$ cat config.mk
export PLATFORM = sky130hd
export DESIGN_NAME = ces_status_regs
export DESIGN_NICKNAME = d
export VERILOG_FILES = /design/src/design/ces_pkg.sv /design/src/design/ces_status_regs.sv
export SDC_FILE = /design/constraint.sdc
export NUM_CORES = 1
export LEC_CHECK = 0
export BUFFER_PORTS_ARGS = -buffer_cell sky130_fd_sc_hd__buf_2
export CORE_UTILIZATION = 35
export CTS_CLUSTER_SIZE = 8
export DETAILED_ROUTE_END_ITERATION = 10
export MAX_ROUTING_LAYER = met4
export SYNTH_ARGS = -nofsm -noshare
export SYNTH_HDL_FRONTEND = slang
export SYNTH_SLANG_ARGS = --single-unit
$ cat constraint.sdc
create_clock -name clk_i -period 5.2 [get_ports clk_i]
set_input_delay 1.04 -clock clk_i [delete_from_list [all_inputs] [get_ports clk_i]]
set_output_delay 1.04 -clock clk_i [all_outputs]
set_load 0.005 [all_outputs]
$ cat src/design/ces_pkg.sv
// Constants for the processor error status register bank.
// Assumes a 32-bit classic Wishbone slave; each 64-bit register is two words.
package ces_pkg;
  localparam int unsigned ADDR_W = 8;
  localparam logic [7:0] ADR_IFES_LO = 8'h00;
  localparam logic [7:0] ADR_IFES_HI = 8'h04;
  localparam logic [7:0] ADR_MMFS_LO = 8'h08;
  localparam logic [7:0] ADR_MMFS_HI = 8'h0C;
  localparam logic [7:0] ADR_DCES_LO = 8'h10;
  localparam logic [7:0] ADR_DCES_HI = 8'h14;
  localparam logic [7:0] ADR_VA_LO = 8'h18;
  localparam logic [7:0] ADR_VA_HI = 8'h1C;
  // Instruction fetch status fields
  localparam int unsigned IF_DPE_BIT = 30;
  localparam int unsigned IF_TPE_BIT = 29;
  // Memory management fault status fields
  localparam int unsigned MM_TAGP_BIT = 10;
  localparam int unsigned MM_OP_LSB = 4;
  localparam int unsigned MM_OP_W = 6;
  localparam int unsigned MM_FOW_BIT = 3;
  localparam int unsigned MM_FOR_BIT = 2;
  localparam int unsigned MM_ACV_BIT = 1;
  localparam int unsigned MM_WR_BIT = 0;
  localparam logic [5:0] OP_HW_LOAD = 6'h03;
  localparam logic [5:0] OP_HW_STORE = 6'h07;
  // Data cache status fields
  localparam int unsigned DC_SEO_BIT = 4;
  localparam int unsigned DC_LD_BIT = 3;
  localparam int unsigned DC_ST_BIT = 2;
  localparam int unsigned DC_P1_BIT = 1;
  localparam int unsigned DC_P0_BIT = 0;
  localparam int unsigned DC_W = 5;
  localparam logic [2:0] SEO_WINDOW = 3'h6;
  localparam logic [31:0] RD_NONE = 32'h0000_0000;
endpackage : ces_pkg

$ cat src/design/ces_status_regs.sv
// Processor error status register bank: fetch, memory management and data cache.
// Assumes event inputs are single-cycle pulses from core logic on clk_i.
//
// The address map and the Wishbone register port are this design's own decisions.
`timescale 1ns/1ps
`default_nettype none
module ces_status_regs (
  input wire logic clk_i,
  input wire logic rst_i,
  input wire logic wb_cyc_i,
  input wire logic wb_stb_i,
  input wire logic wb_we_i,
  input wire logic [ces_pkg::ADDR_W-1:0] wb_adr_i,
  input wire logic [3:0] wb_sel_i,
  input wire logic [31:0] wb_dat_i,
  output logic [31:0] wb_dat_o,
  output logic wb_ack_o,
  input wire logic ic_data_perr_i,
  input wire logic ic_tag_perr_i,
  input wire logic dtb_event_i,
  input wire logic dtb_pte_load_i,
  input wire logic dc_probe_tag_perr_i,
  input wire logic [5:0] dtb_opcode_i,
  input wire logic dtb_fow_i,
  input wire logic dtb_for_i,
  input wire logic dtb_acv_i,
  input wire logic dtb_write_i,
  input wire logic [63:0] dtb_va_i,
  input wire logic dc_ecc_load_i,
  input wire logic dc_ecc_store_i,
  input wire logic dcache_tag_probe_parity_flag_p1_i,
  input wire logic dcache_tag_probe_parity_flag_p0_i,
  output logic data_fault_o,
  output logic machine_check_o
);
  typedef struct packed {
    logic [1:0] ifes;
    logic [10:0] mmfs;
    logic [63:0] va;
    logic [ces_pkg::DC_W-1:0] dces;
    logic [2:0] seo_cnt;
    logic [31:0] dat;
    logic ack;
    logic dfault;
    logic mchk;
  } ces_state_s;

  ces_state_s st_reg, st_next;
  logic req;
  logic wr0;
  logic [63:0] ifes_full, mmfs_full, dces_full;

  assign req = wb_cyc_i && wb_stb_i && !st_reg.ack;
  assign wr0 = req && wb_we_i && wb_sel_i[0];

  always_comb begin
    ifes_full = '0;
    ifes_full[ces_pkg::IF_DPE_BIT] = st_reg.ifes[1];
    ifes_full[ces_pkg::IF_TPE_BIT] = st_reg.ifes[0];
    mmfs_full = {53'h0, st_reg.mmfs};
    dces_full = {59'h0, st_reg.dces};
  end

  always_comb begin
    logic [ces_pkg::DC_W-1:0] dc_clr;
    logic [1:0] if_clr;
    logic [31:0] wd;
    dc_clr = '0;
    if_clr = '0;
    wd = wb_dat_i;
    st_next = st_reg;
    st_next.ack = req;
    st_next.dfault = 1'b0;
    // Write one to clear; writes to reserved or read-only bits are dropped
    if (req && wb_we_i && wb_sel_i[3] && wb_adr_i == ces_pkg::ADR_IFES_LO) begin
      if_clr = {wd[ces_pkg::IF_DPE_BIT], wd[ces_pkg::IF_TPE_BIT]};
    end
    if (wr0 && wb_adr_i == ces_pkg::ADR_DCES_LO) begin
      dc_clr = wd[ces_pkg::DC_W-1:0];
    end
    // Set wins over clear in the same cycle
    st_next.ifes[1] = (st_reg.ifes[1] & ~if_clr[1]) | ic_data_perr_i;
    st_next.ifes[0] = (st_reg.ifes[0] & ~if_clr[0]) | ic_tag_perr_i;
    st_next.dces = st_reg.dces & ~dc_clr;
    st_next.dces[ces_pkg::DC_LD_BIT] = st_next.dces[ces_pkg::DC_LD_BIT] | dc_ecc_load_i;
    st_next.dces[ces_pkg::DC_ST_BIT] = st_next.dces[ces_pkg::DC_ST_BIT] | dc_ecc_store_i;
    st_next.dces[ces_pkg::DC_P1_BIT] = st_next.dces[ces_pkg::DC_P1_BIT] | dcache_tag_probe_parity_flag_p1_i;
    st_next.dces[ces_pkg::DC_P0_BIT] = st_next.dces[ces_pkg::DC_P0_BIT] | dcache_tag_probe_parity_flag_p0_i;
    // Window counter runs after each store ECC error
    if (dc_ecc_store_i) begin
      if (st_reg.seo_cnt != 3'h0) begin
        st_next.dces[ces_pkg::DC_SEO_BIT] = 1'b1;
      end
      st_next.seo_cnt = ces_pkg::SEO_WINDOW;
    end else if (st_reg.seo_cnt != 3'h0) begin
      st_next.seo_cnt = st_reg.seo_cnt - 3'h1;
    end
    // Machine check held while either pipe tag flag stands
    st_next.mchk = st_next.dces[ces_pkg::DC_P1_BIT] | st_next.dces[ces_pkg::DC_P0_BIT];
    // Translation path: read-only, updated by hardware only
    if (dtb_event_i && !dtb_pte_load_i) begin
      st_next.mmfs[ces_pkg::MM_TAGP_BIT] = dc_probe_tag_perr_i;
      st_next.mmfs[ces_pkg::MM_OP_LSB +: ces_pkg::MM_OP_W] = dtb_opcode_i;
      st_next.mmfs[ces_pkg::MM_FOW_BIT] = dtb_fow_i & dtb_write_i;
      st_next.mmfs[ces_pkg::MM_FOR_BIT] = dtb_for_i & ~dtb_write_i;
      st_next.mmfs[ces_pkg::MM_ACV_BIT] = dtb_acv_i;
      st_next.mmfs[ces_pkg::MM_WR_BIT] = dtb_write_i;
      st_next.va = dtb_va_i;
      st_next.dfault = dc_probe_tag_perr_i;
    end
    // Read mux; unmapped offsets read zero and still ack
    if (req && !wb_we_i) begin
      unique case (wb_adr_i)
        ces_pkg::ADR_IFES_LO: st_next.dat = ifes_full[31:0];
        ces_pkg::ADR_IFES_HI: st_next.dat = ifes_full[63:32];
        ces_pkg::ADR_MMFS_LO: st_next.dat = mmfs_full[31:0];
        ces_pkg::ADR_MMFS_HI: st_next.dat = mmfs_full[63:32];
        ces_pkg::ADR_DCES_LO: st_next.dat = dces_full[31:0];
        ces_pkg::ADR_DCES_HI: st_next.dat = dces_full[63:32];
        ces_pkg::ADR_VA_LO: st_next.dat = st_reg.va[31:0];
        ces_pkg::ADR_VA_HI: st_next.dat = st_reg.va[63:32];
        default: st_next.dat = ces_pkg::RD_NONE;
      endcase
    end
  end

  always_ff @(posedge clk_i) begin
    if (rst_i) begin
      st_reg <= '0;
    end else begin
      st_reg <= st_next;
    end
  end

  assign wb_dat_o = st_reg.dat;
  assign wb_ack_o = st_reg.ack;
  assign data_fault_o = st_reg.dfault;
  assign machine_check_o = st_reg.mchk;

  // Checks share one clock; the window bound must be a local int
  localparam int seo_span = int'(ces_pkg::SEO_WINDOW);
  logic mm_capture;
  assign mm_capture = dtb_event_i && !dtb_pte_load_i;
endmodule : ces_status_regs
`default_nettype wire

* Word level (Yosys, flattened, before mapping)
Index checks and enable logic that the tools add are counted.
** Operators by class
- Add/subtract/negate cells :: 1
- Equal/unequal tests :: 4
- Mux-type cells :: 7
- Bitwise operators :: 17
- Reduce and logical (&&, ||, !) cells :: 17
** Operator list (count)
- $pmux 32 s5 :: 1
- $eq 8x5->1 const B :: 3
- $logic_and 1x1->1 :: 9
- $eq 8x4->1 const B :: 1
- $logic_not 8->1 :: 1
- $or 1x1->1 :: 7
- $mux 3 :: 2
- $and 5x5->5 :: 1
- $mux 5 :: 1
- $not 5->5 :: 1
- $and 1x1->1 :: 4
- $not 1->1 :: 4
- $reduce_or 2->1 :: 2
- $logic_not 1->1 :: 3
- $reduce_bool 3->1 :: 1
- $sub 3x1->3 const B :: 1
- $mux 1 :: 2
- $mux 2 :: 1
- $reduce_bool 2->1 :: 1
** Storage, ports and cells
- Flip-flop bits (word level) :: 120
- Input bits :: 132
- Output and inout bits :: 35
- Logic and storage cells :: 56

* Depth between registers and ports, before layout
Gate-level depths: netlist of run 1.
- Word-level depth :: 10
- Depth in mapped cells :: 6
- Mapped depth without buffers :: 6

* Worst setup path before layout of run 1
OpenSTA, ideal clock, no wires.
- Kind :: in2reg
- Start :: input port wb_adr_i[2] (netlist bit)
- End :: register st_reg (netlist bit machine_check_o)
- Setup time :: 132 ps
- Arrival :: 2379 ps
- Required time :: 5068 ps
- Setup slack :: 2689 ps
- Stages on the path :: 5
- Path buffers :: 1
- Cell sequence :: buf_6 -> or4b_4 -> or4_4 -> a21oi_2 -> a21oi_1
** Between the ends
- Word-level cells in the longest chain between the ends :: 7
- Elaborated cells on any way between the ends :: 8
- Classes of those cells :: 1 x eq/ne; 1 x mux; 5 x bitwise; 1 x reduce/logical
** Ends and longest elaborated chain
- from (decl) :: line ces_status_regs.sv:13 : input wire logic [ces_pkg::ADDR_W-1:0] wb_adr_i,
- $eq 8x5->1 * :: line ces_status_regs.sv:78 : if (wr0 && wb_adr_i == ces_pkg::ADR_DCES_LO) begin
- $logic_and 1x1->1 * :: line ces_status_regs.sv:78
- $mux 5 * :: line ces_status_regs.sv:78
- $not 5->5 * :: line ces_status_regs.sv:84 : st_next.dces = st_reg.dces & ~dc_clr;
- $and 5x5->5 * :: line ces_status_regs.sv:84
- $or 1x1->1, on equally long branches :: line ces_status_regs.sv:87, ces_status_regs.sv:88
- $or 1x1->1 * :: line ces_status_regs.sv:99 : st_next.mchk = st_next.dces[ces_pkg::DC_P1_BIT] | st_next.dces[ces_pkg::DC_P0_BIT];
- to (signal assigned) :: line ces_status_regs.sv:131 : st_reg <= st_next;
- to (decl) :: line ces_status_regs.sv:48 : ces_state_s st_reg, st_next;
Mark *: on every way between the ends. The rest lies on a longest branch, timed or not.
A chain may end at the register's enable or synchronous reset.

* Worst setup path after layout of run 1
- Start :: input port wb_adr_i[5] (netlist bit)
- End :: register st_reg (netlist bit wb_dat_o[14])
** Between the ends
- Word-level cells in the longest chain between the ends :: 2
- Elaborated cells on any way between the ends :: 6
- Classes of those cells :: 4 x eq/ne; 1 x mux; 1 x reduce/logical
** Ends and longest elaborated chain
- $eq 8x5->1 (tied with other cells) :: line ces_status_regs.sv:113 : unique case (wb_adr_i)
- $pmux 32 s5 * :: line ces_status_regs.sv:113
Marked as above.

==> results_dict.tcl, run 1 <==
set metrics [dict create \
    status "finished clean" \
    synth-seq-area-share_pct 48.90 \
    ff2ff_setup_slack_ns 3.00 \
    die_area_um2 14510 \
    pwr-share-comb_pct 7.3 \
    antenna_left 0 \
    hpwl_um 8214 \
    finalWorstSetupSlack_ns 2.597 \
    antennaDiodeCount 0 \
    switching_share_pct 21.80 \
    post_dp_cell_area_um2 5484 \
    synth.net_count 728 \
    cap_violations 0 \
    synth_fa_ha_area_share_pct 0.5094 \
    slew_viol_final 0 \
    placed_cells 844 \
    fp.dieH_um 120.5 \
    grt_pass1_vias 4081 \
    final_util_pct 45.32 \
    fillers 1388 \
    synth_top_family_by_area "simple AND/OR/NAND/NOR gates" \
    cts_resized 0 \
    fin_nets 821 \
    ios 167 \
    synth.avg_cell_area_um2 8.270 \
    tightest_slew_ns 0.8743 \
    clkPwrFrac_pct 50.9 \
    timing.fmax_mhz 384.1 \
    clockBufferDepth 2 \
    p_sw_mw 0.5064 \
    drt_iter0_drc 170 \
    drt_pre_antenna_iters 4 \
    tns_ns 0 \
    clock_latency_ns 0.41 \
    worst_setup_path_end_kind "flop" \
    final-setup-viol-count 0 \
    portBuffers 139 \
    cts-root-buf "clkbuf_16" \
    wirelength_um 12020 \
    grt_max_degree 77 \
    cts.sinks 120 \
    cts_tree "yes" \
    preCtsSetupSlack_ns 2.120 \
    grt_overflow_total 0 \
    place_congestion 0.8203 \
    detail_route.wl_per_cell_um 13.72 \
    synth_seq_cells 120 \
    synth_top_area_share_pct 48.90 \
    post_cts.repair.setup_buffers 0 \
    cts_hold_buf 0 \
    fin_worst_skew_ns 0.006952 \
    crit_arrival_ns 2.93 \
    hp-class "reg2reg" \
    crit_path_max_fanout 20 \
    synth_compound_area_share_pct 15.74 \
    p_int_mw 1.817 \
    via_count 4223 \
    synth-warning-count 0 \
    synth_top_cell_by_area "dfxtp_1" \
    cp.required_ns 5.53 \
    drc 0 \
    relSlewSlack_pct 40.92 \
    irDropWorstVdd_uv 197.5 \
    cp-start-kind "input port" \
    synthMuxAreaShare_pct 6.521 \
    synth_ff_type "dfxtp_1" \
    die_w_um 120.5 \
    grt_pass1_wl_um 19380 \
    std_cell_rows 42 \
    synth_edf_count 0 \
    ys_top_cells_by_area "dfxtp_1 (49%), nand2_1 (14%), a21oi_1 (8.0%)" \
    power_density_nw_per_um2 381.0 \
    largest_reg_flops 67 \
    rsz0062_at_grt "no" \
    synthArstFlopShare_pct 0 \
    clkTransAtPathRegs_ns 0.05 \
    netlist_area_um2 4912 \
    grtUsageTotal_pct 17.85 \
    layout.cells.non_filler 876 \
    synth-simple-area-share_pct 19.59 \
    finalInstanceArea_um2 6097 \
    htreeDepth 4 \
    antenna_found_initial 0 \
    yosysMostFrequentCell "nand2_1" \
    initial_core_util_pct 36.51 \
    synth_cell_type_count 43 \
    hold_viol_final 0 \
    finalCritPeriodShare_pct 50.07 \
    period_minus_slack_ns 2.603 \
    synth-xor-area-share_pct 0.1783 \
    core_um2 13450 \
    p_seq_share_pct 41.8 \
    p_leak_nw 2.623 \
    vias_per_cell 4.821 \
    syn_inst 594 \
    drive_gt1_share_pct 26.00 \
    cts_buffers 17 \
    synth_commonest_cells "nand2_1 (179), dfxtp_1 (120), a21oi_1 (79)" \
    syn_to_final_growth_pct 24.12 \
    path_class "in2reg" \
]
## worst max-delay path, stage by stage
cell	delay, ns
buf_2	0.10
nor3_1	0.43
nand2_1	0.15
or4_1	0.92
o21ai_1	0.27
## per-stage QoR
step / total power, mW / hold slack, ns
2_1_floorplan: 1.087 / 0.4276
3_3_place_gp: 1.155 / 0.4310
3_5_place_dp: 1.160 / 0.4373
4_1_cts: 2.354 / 0.4497
5_1_grt: 2.420 / 0.4644
6_report: 2.323 / 0.4432
## area by class of cell
type,instances,area (um2),area share (%)
tap,176,220.2,3.612
clock inverter,7,87.58,1.436
timing repair buffer,144,733.2,12.03
clock buffer,25,525.5,8.619
sequential,120,2402,39.40
multi-input combinational,397,2102,34.48
inverter,7,26.28,0.4309
## power groups by stage
| stage | Combinational [mW] | Sequential [mW] | Clock [mW] |
|---|---|---|---|
| floorplan | 0.101 | 0.986 | 0 |
| global placement | 0.166 | 0.988 | 0 |
| finish | 0.168 | 0.971 | 1.18 |
| CTS | 0.171 | 0.971 | 1.21 |
| global route | 0.190 | 0.974 | 1.26 |
| detailed placement | 0.170 | 0.990 | 0 |
## placed cells by master, fill, tap and decap left out, types with 6 or more instances in the layout
| cell type | netlist | final |
|---|---|---|
| mux2i_1 | 32 | 32 |
| clkbuf_16 | 0 | 17 |
| buf_2 | 3 | 139 |
| a22o_1 | 6 | 6 |
| dfxtp_1 | 120 | 120 |
| o21ai_1 | 22 | 22 |
| nand2_1 | 179 | 179 |
| inv_1 | 7 | 7 |
| o21ai_0 | 7 | 7 |
| clkbuf_8 | 0 | 7 |
| o22ai_1 | 6 | 6 |
| a21oi_1 | 79 | 79 |
| nor2_1 | 11 | 10 |
## logic make-up after synthesis
family,Yosys count
XOR/XNOR,1
multiplexers,32
AO/OA/AOI/OAI,138
flip-flops,120
buffers and inverters,77
AND/OR/NAND/NOR,224
adder cells (fa/ha/maj),2
## per-layer routing
metal  share of wire [%]  vias to the layer above  GRT usage, %
met4                 1.7                        0         7.253
met3                 5.6                       18         4.906
li1                    -                     2151             -
met2                  47                      113         27.77
met1                  45                     1941         21.87
met5                   0                        -             -
## worst paths after layout
check	startpoint	end	depth (start not counted)
min	wb_dat_o[22]$_SDFFE_PP0P_	wb_dat_o[22]$_SDFFE_PP0P_	2
min reg2reg	wb_dat_o[22]$_SDFFE_PP0P_	wb_dat_o[22]$_SDFFE_PP0P_	2
max	wb_adr_i[5]	wb_dat_o[14]$_SDFFE_PP0P_	5
max reg2reg	wb_ack_o$_SDFF_PP0_	wb_dat_o[14]$_SDFFE_PP0P_	4
Note: power is estimated with default switching activity, not from simulation.
==> run 2, diff against run 1 <==
==> constraint.sdc (replaced) <==
create_clock -name clk_i -period 2.55 [get_ports clk_i]
set_input_delay 0.51 -clock clk_i [delete_from_list [all_inputs] [get_ports clk_i]]
set_output_delay 0.51 -clock clk_i [all_outputs]
set_load 0.005 [all_outputs]
==> results_dict.tcl, run 2 (same netlist as run 1, synthesis figures left out) <==
set metrics [dict create \
    cts-root-buf "clkbuf_16" \
    die_w_um 120.5 \
    grtUsageTotal_pct 18.17 \
    rsz0062_at_grt "no" \
    crit_slowest_cell "or4_1" \
    std_cell_rows 42 \
    cap_violations 0 \
    cts_buffers 17 \
    worst_setup_path_end_kind "flop" \
    path_class "in2reg" \
    tns_ns 0 \
    fp.dieH_um 120.5 \
    r2r_cells 5 \
    final_cell_mix "nand2_1 (179), buf_2 (139), dfxtp_1 (120), a21oi_1 (79), mux2i_1 (32)" \
    cts_resized 0 \
    htreeDepth 4 \
    grt_max_degree 77 \
    antenna_left 0 \
    regArea_um2 2402 \
    worstSetupEndpoint "wb_dat_o[16]$_SDFFE_PP0P_" \
    relSlewSlack_pct 60.98 \
    timing.fmax_mhz 567.5 \
    ff2ff_setup_slack_ns 0.79 \
    detail_route.wl_per_cell_um 13.91 \
    hold_ws_ns 0.2940 \
    multi_input_area_um2 2102 \
    clock_latency_ns 0.41 \
    cts_hold_buf 0 \
    tightest_slew_ns 0.5854 \
    wirelength_um 12270 \
    slew_viol_final 0 \
    path_buf_inv 2 \
    die_area_um2 14510 \
    clkTransAtPathRegs_ns 0.05 \
    p_leak_nw 2.666 \
    drt_iter0_drc 226 \
    core_um2 13450 \
    cp-start-kind "input port" \
    crit_path_start "wb_adr_i[5]" \
    post_cts.repair.setup_buffers 0 \
    fin_nets 827 \
    grt_overflow_total 0 \
    vias_per_cell 4.906 \
    syn_to_final_growth_pct 25.96 \
    ios 167 \
    r2r_start "wb_ack_o$_SDFF_PP0_" \
    fin_worst_skew_ns 0.006033 \
    critPathTopFamily "simple AND/OR/NAND/NOR gates" \
    period_minus_slack_ns 1.762 \
    cp.required_ns 2.89 \
    rr_endpoint "wb_dat_o[16]$_SDFFE_PP0P_" \
    hp-class "in2reg" \
    path_cells "buf_2 -> nor3_1 -> nand2_1 -> or4_1 -> buf_4 -> o21ai_1" \
    cts_tree "yes" \
    path_depth 6 \
    irDropWorstVdd_uv 356.1 \
    initial_core_util_pct 36.51 \
    status "finished clean" \
    portBuffers 139 \
    final-setup-viol-count 0 \
    critical_path.max_stage_delay_ns 0.51 \
    drc 0 \
    crit_path_max_fanout 20 \
    drt_pre_antenna_iters 5 \
    grt_pass1_wl_um 20150 \
    hpwl_um 8382 \
    fillers 1369 \
    placed_cells 850 \
    hold_viol_final 0 \
    power_density_nw_per_um2 784.8 \
    layout.cells.non_filler 882 \
    crit_arrival_ns 2.10 \
    grt_pass1_vias 4282 \
    place_congestion 0.8363 \
    clockBufferDepth 2 \
    cts.sinks 120 \
    drive_gt1_share_pct 26.38 \
    antenna_found_initial 1 \
    largest_reg_flops 67 \
    finalCritPeriodShare_pct 69.10 \
    final_common_cell "nand2_1" \
    via_count 4327 \
]
[run 2: changes by cell type in the layout (fill, tap and decap cells not counted)]
cell,before,now
buf_12,0,2
clkinv_2,4,3
diode_2,0,1
clkbuf_8,7,4
buf_4,5,9
clkbuf_1,1,2
bufinv_16,2,4
[run 2: metrics by stage]
step	setup slack [ns]	instance area [um2]	total power [mW]	utilization, %
final	0.7880	6187	4.855	45.99
after global routing	0.6477	6187	5.047	45.99
after CTS	0.7965	6185	4.920	45.97
after detailed placement	0.3652	5554	2.377	41.29
after global placement	0.3932	5554	2.364	41.29
after floorplan	0.5690	4912	2.216	-
[run 2: worst min path at each step]
stage,start,to,slack [ns],cells after the start
after floorplan,wb_dat_o[0]$_SDFFE_PP0P_,wb_dat_o[0]$_SDFFE_PP0P_,0.43,1
after global placement,wb_dat_o[19]$_SDFFE_PP0P_,wb_dat_o[19]$_SDFFE_PP0P_,0.43,2
after detailed placement,wb_dat_o[3]$_SDFFE_PP0P_,wb_dat_o[3]$_SDFFE_PP0P_,0.44,1
after CTS,wb_dat_i[3],dces_full[3]$_SDFF_PP0_,0.27,2
after global routing,wb_dat_i[3],dces_full[3]$_SDFF_PP0_,0.28,2
final,wb_dat_i[3],dces_full[3]$_SDFF_PP0_,0.29,2
[run 2: per-layer routing]
metal,part of all wire (%),routed length [um],GRT usage (%),up-vias
met5,0,0,-,-
met4,1.4,166,6.173,0
met3,6.9,842,6.085,17
met2,47,5798,29.27,140
met1,45,5465,21.20,2007
li1,-,-,-,2163
[run 2: report_power, final]
part / internal [mW] / switching (mW)
combinational: 0.154 / 0.203
sequential: 1.95 / 0.0341
clock: 1.73 / 0.791
total: 3.83 / 1.03
[run 2: layout make-up]
class	instances	area share, %
Antenna cell	1	0.04044
Clock buffer	23	7.887
Clock inverter	8	2.305
Inverter	7	0.4247
Multi-Input combinational cell	397	33.97
Sequential cell	120	38.83
Tap cell	176	3.559
Timing Repair Buffer	150	12.98
==> run 3, diff against run 2 <==
--- a/config.mk
+++ b/config.mk
@@ -5,6 +5,7 @@
 export SDC_FILE = /design/constraint.sdc
 export NUM_CORES = 1
 export LEC_CHECK = 0
+export ABC_AREA = 1
 export BUFFER_PORTS_ARGS = -buffer_cell sky130_fd_sc_hd__buf_2
 export CORE_UTILIZATION = 35
 export CTS_CLUSTER_SIZE = 8
==> constraint.sdc (replaced) <==
create_clock -name clk_i -period 1.7 [get_ports clk_i]
set_input_delay 0.34 -clock clk_i [delete_from_list [all_inputs] [get_ports clk_i]]
set_output_delay 0.34 -clock clk_i [all_outputs]
set_load 0.005 [all_outputs]
==> results_dict.tcl, run 3 <==
set metrics [dict create \
    worst_setup_path_end_kind "flop" \
    hold_start "dc_ecc_load_i" \
    std_cell_rows 44 \
    fp.dieH_um 123.6 \
    drt_iter0_drc 283 \
    via_count 4792 \
    syn_inst 715 \
    cts-root-buf "clkbuf_16" \
    crit_path_max_fanout 20 \
    cts.sinks 120 \
    ff2ff_setup_slack_ns 0.37 \
    period_minus_slack_ns 1.327 \
    path_cells "inv_1 -> nand3_1 -> nor2_4 -> inv_1 -> buf_4 -> nand2_1 -> a21oi_1" \
    total_power_mw 7.230 \
    portBuffers 139 \
    fin_worst_skew_ns 0.006003 \
    detail_route.wl_per_cell_um 13.89 \
    post_cts.repair.setup_buffers 0 \
    grt_pass1_wl_um 22660 \
    ys_top_cells_by_area "dfxtp_1 (46%), nor2_1 (9.2%), nand2_1 (8.8%)" \
    synth_commonest_cells "nor2_1 (127), nand2_1 (122), dfxtp_1 (120)" \
    place_congestion 0.8083 \
    vias_per_cell 4.745 \
    rsz0062_at_grt "no" \
    finalCritPeriodShare_pct 78.05 \
    wirelength_um 14030 \
    holdPathStages 3 \
    antenna_found_initial 1 \
    hold_viol_final 0 \
    hold_end "dces_full[3]$_SDFF_PP0_" \
    final_cell_mix "buf_2 (139), nor2_1 (125), nand2_1 (122), dfxtp_1 (120), o21ai_0 (77)" \
    synth-seq-area-share_pct 46.39 \
    timing.fmax_mhz 753.7 \
    grt_max_degree 87 \
    synthArstFlopShare_pct 0 \
    critical_path.max_stage_delay_ns 0.30 \
    grt_pass1_vias 4406 \
    hpwl_um 9269 \
    initial_core_util_pct 35.77 \
    antenna_left 0 \
    drt_pre_antenna_iters 4 \
    synth_edf_count 0 \
    cap_violations 0 \
    cts_buffers 17 \
    crit_arrival_ns 1.60 \
    r2r_start "wb_ack_o$_SDFF_PP0_" \
    cp.required_ns 1.97 \
    synth.net_count 849 \
    grtUsageTotal_pct 20.31 \
    synth_ff_type "dfxtp_1" \
    critPathTopFamily "simple AND/OR/NAND/NOR gates" \
    synth_top_cell_by_area "dfxtp_1" \
    irDropWorstVdd_uv 675.3 \
    path_class "reg2reg" \
    yosysMostFrequentCell "nor2_1" \
    cts_tree "yes" \
    clock_latency_ns 0.42 \
    clockBufferDepth 2 \
    synth-warning-count 0 \
    htreeDepth 4 \
    rr_endpoint "wb_dat_o[16]$_SDFFE_PP0P_" \
    cp-start-kind "flop" \
    hp-class "in2reg" \
    core_um2 14480 \
    fin_nets 946 \
    p_leak_nw 3.008 \
    cp_common_cell "inv_1" \
    r2r_cells 7 \
    tns_ns 0 \
    slew_viol_final 0 \
    final-setup-viol-count 0 \
    syn_to_final_growth_pct 24.76 \
    final_common_cell "buf_2" \
    synth_cell_type_count 26 \
    synth_top_area_share_pct 46.39 \
    relSlewSlack_pct 63.29 \
    path_buf_inv 3 \
    netlist_area_um2 5179 \
    clkTransAtPathRegs_ns 0.05 \
    tightest_slew_ns 0.5506 \
    die_w_um 123.6 \
    cts_hold_buf 0 \
    cts_resized 0 \
    synth.avg_cell_area_um2 7.243 \
    drive_gt1_share_pct 24.36 \
    largest_reg_flops 67 \
    ios 167 \
    grt_overflow_total 0 \
    die_area_um2 15290 \
    drc 0 \
    status "finished clean" \
    crit_slowest_cell "dfxtp_1" \
    power_density_nw_per_um2 1119 \
    synth_seq_cells 120 \
]
[run 3: changes by cell type after synthesis, moves of 23 or more]
cell / before / now
inv_1: 7 / 35
nand3_1: 1 / 67
nor2_1: 11 / 127
a21oi_1: 79 / 56
o21ai_0: 7 / 77
mux2i_1: 32 / 0
nand2_1: 179 / 122
[run 3: cell type report]
cell class | count | area (um2)
Sequential cell | 120 | 2402
Fill cell | 1557 | 8018
Tap cell | 184 | 230.2
Clock inverter | 8 | 117.6
Timing Repair Buffer | 155 | 878.3
Multi-Input combinational cell | 479 | 2191
Clock buffer | 24 | 491.7
Inverter | 39 | 147.6
Antenna cell | 1 | 2.502
[run 3: cell families (layout without fill, tap and decap cells)]
logic type                 count (synthesis)  in the layout  synth area share [%]
and+or+nand+nor                          331            331                 27.35
other                                      0              1                     0
buffers and inverters                    116            226                 11.60
adders and majority gates                  2              2                0.4831
AOI/OAI and AO/OA                        146            146                 14.18
DFF                                      120            120                 46.39
[run 3: layer usage]
layer / global-route usage [%] / routed length (um)
met1: 25.75 / 6629
met2: 30.94 / 6444
met3: 5.586 / 728
met4: 7.154 / 223
met5: - / 0
[run 3: worst min-delay path, cell delays in order]
cell	delay, ns
buf_2	0.07
a21oi_1	0.03
nor2_1	0.06
[run 3: where the power goes]
| group | switching (mW) | internal (mW) | leakage [nW] |
|---|---|---|---|
| registers | 0.0648 | 2.95 | 0.985 |
| clock network | 1.24 | 2.45 | 0.300 |
| logic | 0.315 | 0.208 | 1.72 |
| total | 1.62 | 5.61 | 3.01 |
[run 3: through the flow]
stage          hold WS, ns  worst slack, ns  instance area, um2  util, %  cells
6_report            0.1304           0.3731                6461    44.63   1010
5_1_grt             0.1361           0.2132                6461    44.63   1010
4_1_cts             0.1187           0.3363                6459    44.61   1009
3_5_place_dp        0.4418           0.1610                5849    40.40    977
3_3_place_gp        0.4385           0.1600                5849    40.40    977
2_1_floorplan       0.4240           0.4473                5179        -    715
[run 3: worst max path at each step]
stage / end / from / cells past startpoint / slack (ns)
after CTS: wb_dat_o[16]$_SDFFE_PP0P_ / wb_ack_o$_SDFF_PP0_ / 7 / 0.34
final: wb_dat_o[16]$_SDFFE_PP0P_ / wb_ack_o$_SDFF_PP0_ / 7 / 0.37
after global placement: wb_dat_o[4]$_SDFFE_PP0P_ / wb_adr_i[6] / 9 / 0.16
after detailed placement: wb_dat_o[16]$_SDFFE_PP0P_ / wb_adr_i[0] / 9 / 0.16
after floorplan: machine_check_o$_SDFF_PP0_ / wb_adr_i[0] / 9 / 0.45
after global routing: wb_dat_o[30]$_SDFFE_PP0P_ / wb_ack_o$_SDFF_PP0_ / 7 / 0.21
